[src/pkg/xsb_alu_defs.vh]
// Offsets, field positions, encodings and reset values of the extended shift and borrow datapath.
`ifndef XSB_ALU_DEFS_VH
`define XSB_ALU_DEFS_VH

// Register byte offsets.
`define XSB_OFF_OPERAND 8'h00
`define XSB_OFF_INSN 8'h04
`define XSB_OFF_STATUS 8'h08
`define XSB_OFF_RESULT 8'h0C
`define XSB_OFF_INFO 8'h10

// Instruction word fields.
`define XSB_INSN_OP_LSB 0
`define XSB_INSN_OP_MSB 2
`define XSB_INSN_SIZE_LSB 4
`define XSB_INSN_SIZE_MSB 5
`define XSB_INSN_CNT_LSB 8
`define XSB_INSN_CNT_MSB 9
`define XSB_INSN_MODE_LSB 12
`define XSB_INSN_MODE_MSB 13
`define XSB_INSN_GO_BIT 15

// Operation codes.
`define XSB_OP_MULTI_ROT 3'h0
`define XSB_OP_SINGLE_ROT 3'h1
`define XSB_OP_MULTI_USHIFT 3'h2
`define XSB_OP_SINGLE_USHIFT 3'h3
`define XSB_OP_BORROW_SUB 3'h4

// Operand sizes.
`define XSB_SIZE_BYTE 2'h0
`define XSB_SIZE_WORD 2'h1
`define XSB_SIZE_AWORD 2'h2

// Destination modes.
`define XSB_MODE_REG 2'h0
`define XSB_MODE_MEM 2'h1
`define XSB_MODE_IMM 2'h2

// Status register bit positions.
`define XSB_SR_C 0
`define XSB_SR_Z 1
`define XSB_SR_N 2
`define XSB_SR_GIE 3
`define XSB_SR_HALT 4
`define XSB_SR_OSC 5
`define XSB_SR_V 8

// Info register bit positions.
`define XSB_INFO_BUSY 0
`define XSB_INFO_ILLEGAL 1

// Reset values.
`define XSB_RST_OPERAND 20'h0_0000
`define XSB_RST_INSN 16'h0000
`define XSB_RST_STATUS 9'h000
`define XSB_RST_RESULT 20'h0_0000

// All-ones addend for each size.
`define XSB_ONES_BYTE 20'h0_00FF
`define XSB_ONES_WORD 20'h0_FFFF
`define XSB_ONES_AWORD 20'hF_FFFF

`endif

[src/rtl/xsb_shift_unit.v]
// Combinational right shifter and rotator through carry for byte, word and address-word operands.
`timescale 1ns/10ps
`include "xsb_alu_defs.vh"

module xsb_shift_unit (
	// Operand and carry in.
	input wire [19:0] operand,
	input wire carry_in,
	// Operation selection.
	input wire [1:0] size,
	input wire [1:0] count_m1,
	input wire unsigned_fill,
	// Shifted result and carry out.
	output reg [19:0] result,
	output reg carry_out
);

	// One step right: fill enters the top bit of the chosen width, upper bits cleared.
	function [19:0] xsb_step;
		input [19:0] val;
		input fill;
		input [1:0] sz;
		begin
			case (sz)
				`XSB_SIZE_BYTE: xsb_step = {12'h000, fill, val[7:1]};
				`XSB_SIZE_WORD: xsb_step = {4'h0, fill, val[15:1]};
				default: xsb_step = {fill, val[19:1]};
			endcase
		end
	endfunction

	integer i;
	reg [19:0] work;
	reg cy;

	// Repeat the single step n times; the carry ends up holding operand bit n-1.
	always @* begin
		work = 20'h0_0000;
		cy = carry_in;
		case (size)
			`XSB_SIZE_BYTE: work = {12'h000, operand[7:0]};
			`XSB_SIZE_WORD: work = {4'h0, operand[15:0]};
			default: work = operand;
		endcase
		for (i = 0; i < 4; i = i + 1) begin
			if (i <= count_m1) begin
				work = xsb_step(work, unsigned_fill ? 1'b0 : cy, size);
				cy = (i == 0) ? operand[0] : operand[i];
			end
		end
		result = work;
		carry_out = cy;
	end

endmodule

[src/rtl/xsb_alu.v]
// Extended right shift, rotate through carry and borrow subtract datapath with its register port.
//
// Our own choices: the strobed register port and the register offsets.
`timescale 1ns/10ps
`include "xsb_alu_defs.vh"

// What this block does
// - Single rotate supports 20, 16, 8-bit sizes.
// - Multi rotate: carry in MSB, LSB out, n=1..4.
// - Multi rotate word form clears bits 19:16.
// - Multi ops carry takes operand bit n-1.
// - Negative copies bit 19, 15 or 7.
// - Shifts: zero on zero result, overflow cleared.
// - Multi ops single word, count in opcode.
// - Register single rotate clears upper bits.
// - Memory single rotate: any mode but immediate.
// - Single rotate loads carry from LSB.
// - Multi unsigned shift fills zeros, n=1..4.
// - Single unsigned shift register only, zero fill.
// - Oscillator, halt, interrupt mode bits untouched.
// - Borrow subtract adds carry plus all ones.
// - Borrow subtract sets C, V, N, Z.
// - Borrow is the inverse of carry.

module xsb_alu (
	// Clock and synchronous active-low reset.
	input wire sys_clk,
	input wire rst_n,
	// Register port.
	input wire [7:0] reg_addr,
	input wire [31:0] reg_wdata,
	input wire reg_wr,
	input wire reg_rd,
	output reg [31:0] reg_rdata,
	// Live state for the surrounding core.
	output wire [19:0] dst_value,
	output wire [8:0] status_value,
	output wire busy
);

	// Software-visible state.
	// Status bits 6 and 7 are plain storage and are neither set nor cleared by any operation.
	reg [19:0] operand_q;
	reg [19:0] operand_d;
	reg [15:0] insn_q;
	reg [15:0] insn_d;
	reg [8:0] status_q;
	reg [8:0] status_d;
	reg [19:0] result_q;
	reg [19:0] result_d;
	reg illegal_q;
	reg illegal_d;

	// Execution stage: one pending instruction word.
	// A start written in the commit cycle simply loads the next word, so starts may come back to back.
	reg exec_q;
	reg exec_d;
	reg [15:0] exec_insn_q;
	reg [15:0] exec_insn_d;

	// Decoded fields of the pending instruction.
	// They come from the latched word, so a later write to the instruction register cannot disturb them.
	wire [2:0] ex_op;
	wire [1:0] ex_size;
	wire [1:0] ex_cnt;
	wire [1:0] ex_mode;
	wire ex_multi;
	wire ex_single;
	wire ex_unsigned;
	wire ex_legal;

	// Datapath signals.
	wire [19:0] sh_result;
	wire sh_carry;
	reg [19:0] alu_result;
	reg alu_carry;
	reg alu_ovf;
	reg alu_neg;
	reg alu_zero;
	reg [20:0] sub_sum;
	reg [19:0] ones;
	reg [19:0] dst_masked;

	// Bus decode.
	wire wr_operand;
	wire wr_insn;
	wire wr_status;
	wire wr_info;
	wire go;

	// Writes decode on the full byte address, so nearby unmapped addresses are ignored.
	// The result and the busy bit have no write decode and cannot be changed by software.
	assign wr_operand = reg_wr && (reg_addr == `XSB_OFF_OPERAND);
	assign wr_insn = reg_wr && (reg_addr == `XSB_OFF_INSN);
	assign wr_status = reg_wr && (reg_addr == `XSB_OFF_STATUS);
	assign wr_info = reg_wr && (reg_addr == `XSB_OFF_INFO);
	// One instruction word starts the operation; no extension word is awaited.
	assign go = wr_insn && reg_wdata[`XSB_INSN_GO_BIT];

	// Field extraction; the shift count sits in the opcode itself.
	assign ex_op = exec_insn_q[`XSB_INSN_OP_MSB:`XSB_INSN_OP_LSB];
	assign ex_size = exec_insn_q[`XSB_INSN_SIZE_MSB:`XSB_INSN_SIZE_LSB];
	assign ex_cnt = exec_insn_q[`XSB_INSN_CNT_MSB:`XSB_INSN_CNT_LSB];
	assign ex_mode = exec_insn_q[`XSB_INSN_MODE_MSB:`XSB_INSN_MODE_LSB];
	assign ex_multi = (ex_op == `XSB_OP_MULTI_ROT) || (ex_op == `XSB_OP_MULTI_USHIFT);
	assign ex_single = (ex_op == `XSB_OP_SINGLE_ROT) || (ex_op == `XSB_OP_SINGLE_USHIFT);
	assign ex_unsigned = (ex_op == `XSB_OP_MULTI_USHIFT) || (ex_op == `XSB_OP_SINGLE_USHIFT);

	// Legality of op, size and destination mode combinations.
	// Size code 3 and destination code 3 are unused encodings and are always refused.
	reg legal_r;
	always @* begin
		legal_r = 1'b0;
		case (ex_op)
			// Multi forms are register-only, address-word or word.
			`XSB_OP_MULTI_ROT, `XSB_OP_MULTI_USHIFT: begin
				legal_r = (ex_mode == `XSB_MODE_REG) && (ex_size != `XSB_SIZE_BYTE) &&
					(ex_size != 2'h3);
			end
			// Single rotate: all three sizes, any destination but immediate.
			`XSB_OP_SINGLE_ROT: begin
				legal_r = (ex_size != 2'h3) && (ex_mode != `XSB_MODE_IMM) && (ex_mode != 2'h3);
			end
			// Single unsigned shift exists only for a register destination.
			`XSB_OP_SINGLE_USHIFT: begin
				legal_r = (ex_size != 2'h3) && (ex_mode == `XSB_MODE_REG);
			end
			// Borrow subtract writes a register or memory destination.
			`XSB_OP_BORROW_SUB: begin
				legal_r = (ex_size != 2'h3) && (ex_mode != `XSB_MODE_IMM) && (ex_mode != 2'h3);
			end
			default: begin
				legal_r = 1'b0;
			end
		endcase
	end
	assign ex_legal = legal_r;

	// Shared shifter; single forms always move by one position.
	// The carry input is the stored flag, so a rotate picks up the carry left by the previous instruction.
	xsb_shift_unit u_shift (
		.operand(operand_q),
		.carry_in(status_q[`XSB_SR_C]),
		.size(ex_size),
		.count_m1(ex_single ? 2'h0 : ex_cnt),
		.unsigned_fill(ex_unsigned),
		.result(sh_result),
		.carry_out(sh_carry)
	);

	// Result and flag computation for the pending operation.
	always @* begin
		ones = `XSB_ONES_AWORD;
		dst_masked = operand_q;
		sub_sum = 21'h00_0000;
		alu_result = 20'h0_0000;
		alu_carry = 1'b0;
		alu_ovf = 1'b0;
		alu_neg = 1'b0;
		case (ex_size)
			`XSB_SIZE_BYTE: begin
				ones = `XSB_ONES_BYTE;
				dst_masked = {12'h000, operand_q[7:0]};
			end
			`XSB_SIZE_WORD: begin
				ones = `XSB_ONES_WORD;
				dst_masked = {4'h0, operand_q[15:0]};
			end
			default: begin
				ones = `XSB_ONES_AWORD;
				dst_masked = operand_q;
			end
		endcase
		// The addend is minus one, so overflow only happens when the most negative value loses one.
		// That is the case where the destination sign is set and the result sign is clear.
		if (ex_op == `XSB_OP_BORROW_SUB) begin
			// Adding all ones plus carry: carry 1 means no borrow, carry 0 takes one away.
			sub_sum = {1'b0, dst_masked} + {1'b0, ones} + {20'h0_0000, status_q[`XSB_SR_C]};
			case (ex_size)
				`XSB_SIZE_BYTE: begin
					alu_result = {12'h000, sub_sum[7:0]};
					alu_carry = sub_sum[8];
					alu_ovf = dst_masked[7] && !sub_sum[7];
				end
				`XSB_SIZE_WORD: begin
					alu_result = {4'h0, sub_sum[15:0]};
					alu_carry = sub_sum[16];
					alu_ovf = dst_masked[15] && !sub_sum[15];
				end
				default: begin
					alu_result = sub_sum[19:0];
					alu_carry = sub_sum[20];
					alu_ovf = dst_masked[19] && !sub_sum[19];
				end
			endcase
		end else begin
			// Shifter output already has the bits above the operand width cleared.
			alu_result = sh_result;
			alu_carry = sh_carry;
			alu_ovf = 1'b0;
		end
		case (ex_size)
			`XSB_SIZE_BYTE: alu_neg = alu_result[7];
			`XSB_SIZE_WORD: alu_neg = alu_result[15];
			default: alu_neg = alu_result[19];
		endcase
		alu_zero = (alu_result == 20'h0_0000);
	end

	// A refused instruction never commits, so the destination and the flags keep their values.
	// The sticky illegal flag is the only trace that it leaves behind.
	wire commit;
	assign commit = exec_q && ex_legal;

	// Next-state logic for the register file and execution stage.
	always @* begin
		operand_d = operand_q;
		insn_d = insn_q;
		status_d = status_q;
		result_d = result_q;
		illegal_d = illegal_q;
		exec_d = go;
		exec_insn_d = exec_insn_q;
		if (wr_operand) begin
			operand_d = reg_wdata[19:0];
		end
		if (wr_insn) begin
			insn_d = {1'b0, reg_wdata[14:0]};
		end
		if (go) begin
			exec_insn_d = reg_wdata[15:0];
		end
		if (wr_status) begin
			status_d = reg_wdata[8:0];
		end
		// Writing one clears the illegal flag; a new illegal event below still wins.
		if (wr_info && reg_wdata[`XSB_INFO_ILLEGAL]) begin
			illegal_d = 1'b0;
		end
		if (exec_q && !ex_legal) begin
			illegal_d = 1'b1;
		end
		// Destination, result and the four arithmetic flags land on the same edge.
		// The commit overrides a software write to the destination made in the same cycle.
		if (commit) begin
			operand_d = alu_result;
			result_d = alu_result;
			status_d[`XSB_SR_C] = alu_carry;
			status_d[`XSB_SR_Z] = alu_zero;
			status_d[`XSB_SR_N] = alu_neg;
			status_d[`XSB_SR_V] = alu_ovf;
			// Mode bits keep the value they had, including one written this cycle.
			status_d[`XSB_SR_GIE] = wr_status ? reg_wdata[`XSB_SR_GIE] : status_q[`XSB_SR_GIE];
			status_d[`XSB_SR_HALT] = wr_status ? reg_wdata[`XSB_SR_HALT] : status_q[`XSB_SR_HALT];
			status_d[`XSB_SR_OSC] = wr_status ? reg_wdata[`XSB_SR_OSC] : status_q[`XSB_SR_OSC];
		end
	end

	// State registers.
	// The reset is synchronous, so every register takes its reset value on a clock edge only.
	always @(posedge sys_clk) begin
		if (!rst_n) begin
			operand_q <= `XSB_RST_OPERAND;
			insn_q <= `XSB_RST_INSN;
			status_q <= `XSB_RST_STATUS;
			result_q <= `XSB_RST_RESULT;
			illegal_q <= 1'b0;
			exec_q <= 1'b0;
			exec_insn_q <= `XSB_RST_INSN;
		end else begin
			operand_q <= operand_d;
			insn_q <= insn_d;
			status_q <= status_d;
			result_q <= result_d;
			illegal_q <= illegal_d;
			exec_q <= exec_d;
			exec_insn_q <= exec_insn_d;
		end
	end

	// Returning zero outside the valid cycle keeps stale data off the bus.
	// Read data for the cycle after a read strobe, zero otherwise and for unmapped addresses.
	always @(posedge sys_clk) begin
		if (!rst_n) begin
			reg_rdata <= 32'h0000_0000;
		end else if (reg_rd) begin
			case (reg_addr)
				`XSB_OFF_OPERAND: reg_rdata <= {12'h000, operand_q};
				`XSB_OFF_INSN: reg_rdata <= {16'h0000, insn_q};
				`XSB_OFF_STATUS: reg_rdata <= {23'h00_0000, status_q};
				`XSB_OFF_RESULT: reg_rdata <= {12'h000, result_q};
				`XSB_OFF_INFO: reg_rdata <= {30'h0000_0000, illegal_q, exec_q};
				default: reg_rdata <= 32'h0000_0000;
			endcase
		end else begin
			reg_rdata <= 32'h0000_0000;
		end
	end

	// Live views for the core.
	// They come straight from flip-flops, so the core sees no combinational path from the register port.
	assign dst_value = operand_q;
	assign status_value = status_q;
	assign busy = exec_q;

endmodule

[config.mk]
export PLATFORM = sky130hd
export DESIGN_NAME = xsb_alu
export DESIGN_NICKNAME = d
export VERILOG_FILES = /design/src/rtl/xsb_shift_unit.v /design/src/rtl/xsb_alu.v
export VERILOG_INCLUDE_DIRS = /design/src /design/src/pkg
export SDC_FILE = /design/constraint.sdc
export NUM_CORES = 1
export LEC_CHECK = 0
export BUFFER_PORTS_ARGS = -buffer_cell sky130_fd_sc_hd__buf_2
export CAP_MARGIN = 40
export CORE_MARGIN = 10
export CORE_UTILIZATION = 56
export DETAILED_ROUTE_END_ITERATION = 12
export PLACE_DENSITY = 0.8
export REMOVE_ABC_BUFFERS = 1
export SLEW_MARGIN = 10
export SYNTH_ARGS = -nofsm -noshare
export SYNTH_HDL_FRONTEND = slang
export SYNTH_SLANG_ARGS = --single-unit
[constraint.sdc]
create_clock -name sys_clk -period 4.5 [get_ports sys_clk]
set_clock_uncertainty 0.1 [all_clocks]
set_input_delay 0.9 -clock sys_clk [delete_from_list [all_inputs] [get_ports sys_clk]]
set_output_delay 0.9 -clock sys_clk [all_outputs]
set_load 0.1 [all_outputs]
==> reports/metrics.cfg <==
[run_status]
outcome = finished, final reports clean

[timing]
fmax_mhz = 257
worst_pin_slew_ns = 0.839
slew_headroom = 0.440
setup_viol = 0
rsz0062_at_grt = no
setup_ws_ns = 0.606
hold_slack_ns = 0.370
period_share = 0.865
finalSetupTns_ns = 0
final_hold_viol_count = 0
period_minus_slack_ns = 3.89
slew_violations = 0

[setup_path]
reg2regPathDepth = 14
path_max_fanout = 18
crit_buf_inv = 2
critPathKind = reg2reg
crit_arrival_ns = 4.11
end_kind = register
path_common_cell = or4_1
critical_path.top_delay_family = simple AND/OR/NAND/NOR gates
reg2reg_slack_ns = 0.61
worst_setup_path_start_kind = register
crit_required_ns = 4.71
slowest_delay_ns = 0.55
crit_chain = nor2_4 > inv_2 > nand2_1 > inv_1 > ha_1 > and3_1 > a221oi_4 > o21ai_2 > xor2_1 > a221o_1 > or4_1 > or4_1 > nor4_1 > a31o_1
cp_slowest_cell = or4_1
path_depth = 14

[global_route]
grt_max_degree = 60
grt_pass1_wl_um = 30400
antenna_found_initial = 0
grt_pass1_vias = 5686
grt_use_total = 0.259
overflow = 0

[floorplanning]
chipHeight_um = 121
fp.coreArea_sq_mm = 0.00986
row_count = 36
chipWidth_um = 121
initial_core_util = 0.579
io_pins = 106
fp.dieArea_sq_mm = 0.0146

[synth]
synth_edf_count = 0
netlist_area_sq_mm = 0.00571
ys.flop_type = dfxtp_1
yosysSeqAreaShare = 0.333
ys_ff_latch = 95
synth_cell_types = 74
syn_area_per_cell_sq_um = 7.80
async_flop_share = 0
synth_warnings = 0
synthCells = 732

[cells_and_area]
final_common_cell = nand2_1
syn2layout_area_growth_pct = 12.0
mostFrequentLayoutCells = 126 x nand2_1, 95 x dfxtp_1, 86 x nor2_1, 81 x buf_2, 32 x o21ai_0
drive_gt1_frac = 0.189
n_antenna_cell = 0
num-nets-final = 848
stdcell_area_sq_mm = 0.00640

[clocking]
ctsResizeCount = 0
clockBufferDepth = 2
cts_made_buffers = 9
cts_tree = yes
root_buffer = clkbuf_8
postCtsSetupBuffers = 0
htree_levels = 3
insertion_delay_ns = 0.37
cts.clk_slew.worst_paths_ns = 0.10
cts.sinks = 95
ctsHoldBuffers = 0

[drt]
firstDrtPassIters = 8
vias = 5809
avgViaCountPerCell = 6.24
ant_nets = 0
drc_errors = 0
routedWlPerCell_um = 20.8
drt_iter0_drc = 750
wl_um = 19400

[power_and_ir_drop]
p_per_area_mw_per_mm2 = 234
leakagePower_uw = 0.00265
ir_drop_mv = 0.280
total_power_uw = 1500

[place]
dpl_worst_slack_ns = 0.669
portBuffers = 81
placed_area_sq_mm = 0.00621
gp_congestion = 1.04
place_hpwl_um = 14400

[worst_hold_path]
hp-class = reg2reg
hold_path_depth = 2

[run]
cap_violations = 0

logic make-up (layout without fill, tap and decap cells):
group	after synthesis	in the layout	synth area share
and+or+nand+nor	312	312	0.251
adders and majority gates	11	11	0.0241
AOI/OAI and AO/OA	187	187	0.225
xor gates and xnor gates	14	14	0.0215
other	1	12	0.000657
buffers and inverters	77	132	0.0622
muxes	35	35	0.0828
DFF	95	95	0.333
report_power, final:
group,internal (uW),total (uW),switching (uW),leakage (uW)
logic,25.9,114,88.1,0.00179
clock network,215,543,328,0.0000953
registers,841,841,0.871,0.000765
final timing paths:
kind	end	start
min reg2reg	insn_q[13]$_SDFFE_PN0P_	insn_q[13]$_SDFFE_PN0P_
max	status_value[1]$_SDFFE_PN0P_	exec_insn_q[4]$_SDFFE_PN0P_
max reg2reg	status_value[1]$_SDFFE_PN0P_	exec_insn_q[4]$_SDFFE_PN0P_
min	insn_q[13]$_SDFFE_PN0P_	insn_q[13]$_SDFFE_PN0P_
state kept, by name, summed over array words and instances, names as in the netlist:
name and cells:
busy 1, dst_value 20, exec_insn_q 9, illegal_q 1, insn_q 15, reg_rdata 20, result_q 20, status_value 9
through the flow:
step / cells / util
after floorplan: 678 / -
after global placement: 915 / 0.630
after detailed placement: 915 / 0.630
after CTS: 931 / 0.649
after global routing: 931 / 0.649
final: 931 / 0.649
cells in the mapped netlist (13+ instances only):
master,count,area share
a21oi_1,26,0.023
nor2b_1,19,0.021
buf_4,13,0.017
a31oi_1,24,0.026
clkbuf_1,41,0.027
nand2_1,126,0.083
a21boi_0,26,0.034
mux2i_1,21,0.037
nand3_1,27,0.024
o21ai_0,32,0.028
nor2_1,86,0.057
dfxtp_1,95,0.33
routing by layer:
layer  track usage  part of all wire
met1         0.326              0.39
met2         0.407              0.46
met3        0.0670              0.10
met4         0.119             0.041
met5             0                 0
layout make-up:
| cell class | count | area, sq um |
|---|---|---|
| clock buffer | 10 | 128 |
| clock inverter | 6 | 57.6 |
| fill | 874 | 3470 |
| inverter | 12 | 45.0 |
| multi-input combinational | 571 | 3510 |
| sequential | 95 | 1900 |
| tap | 133 | 166 |
| timing repair buffer | 104 | 591 |
worst min-delay path: stages, from the launching register on:
cell	delay, ns
dfxtp_1	0.32
nand2_1	0.05
a21boi_0	0.06
Power figures use the tool's default switching activity.
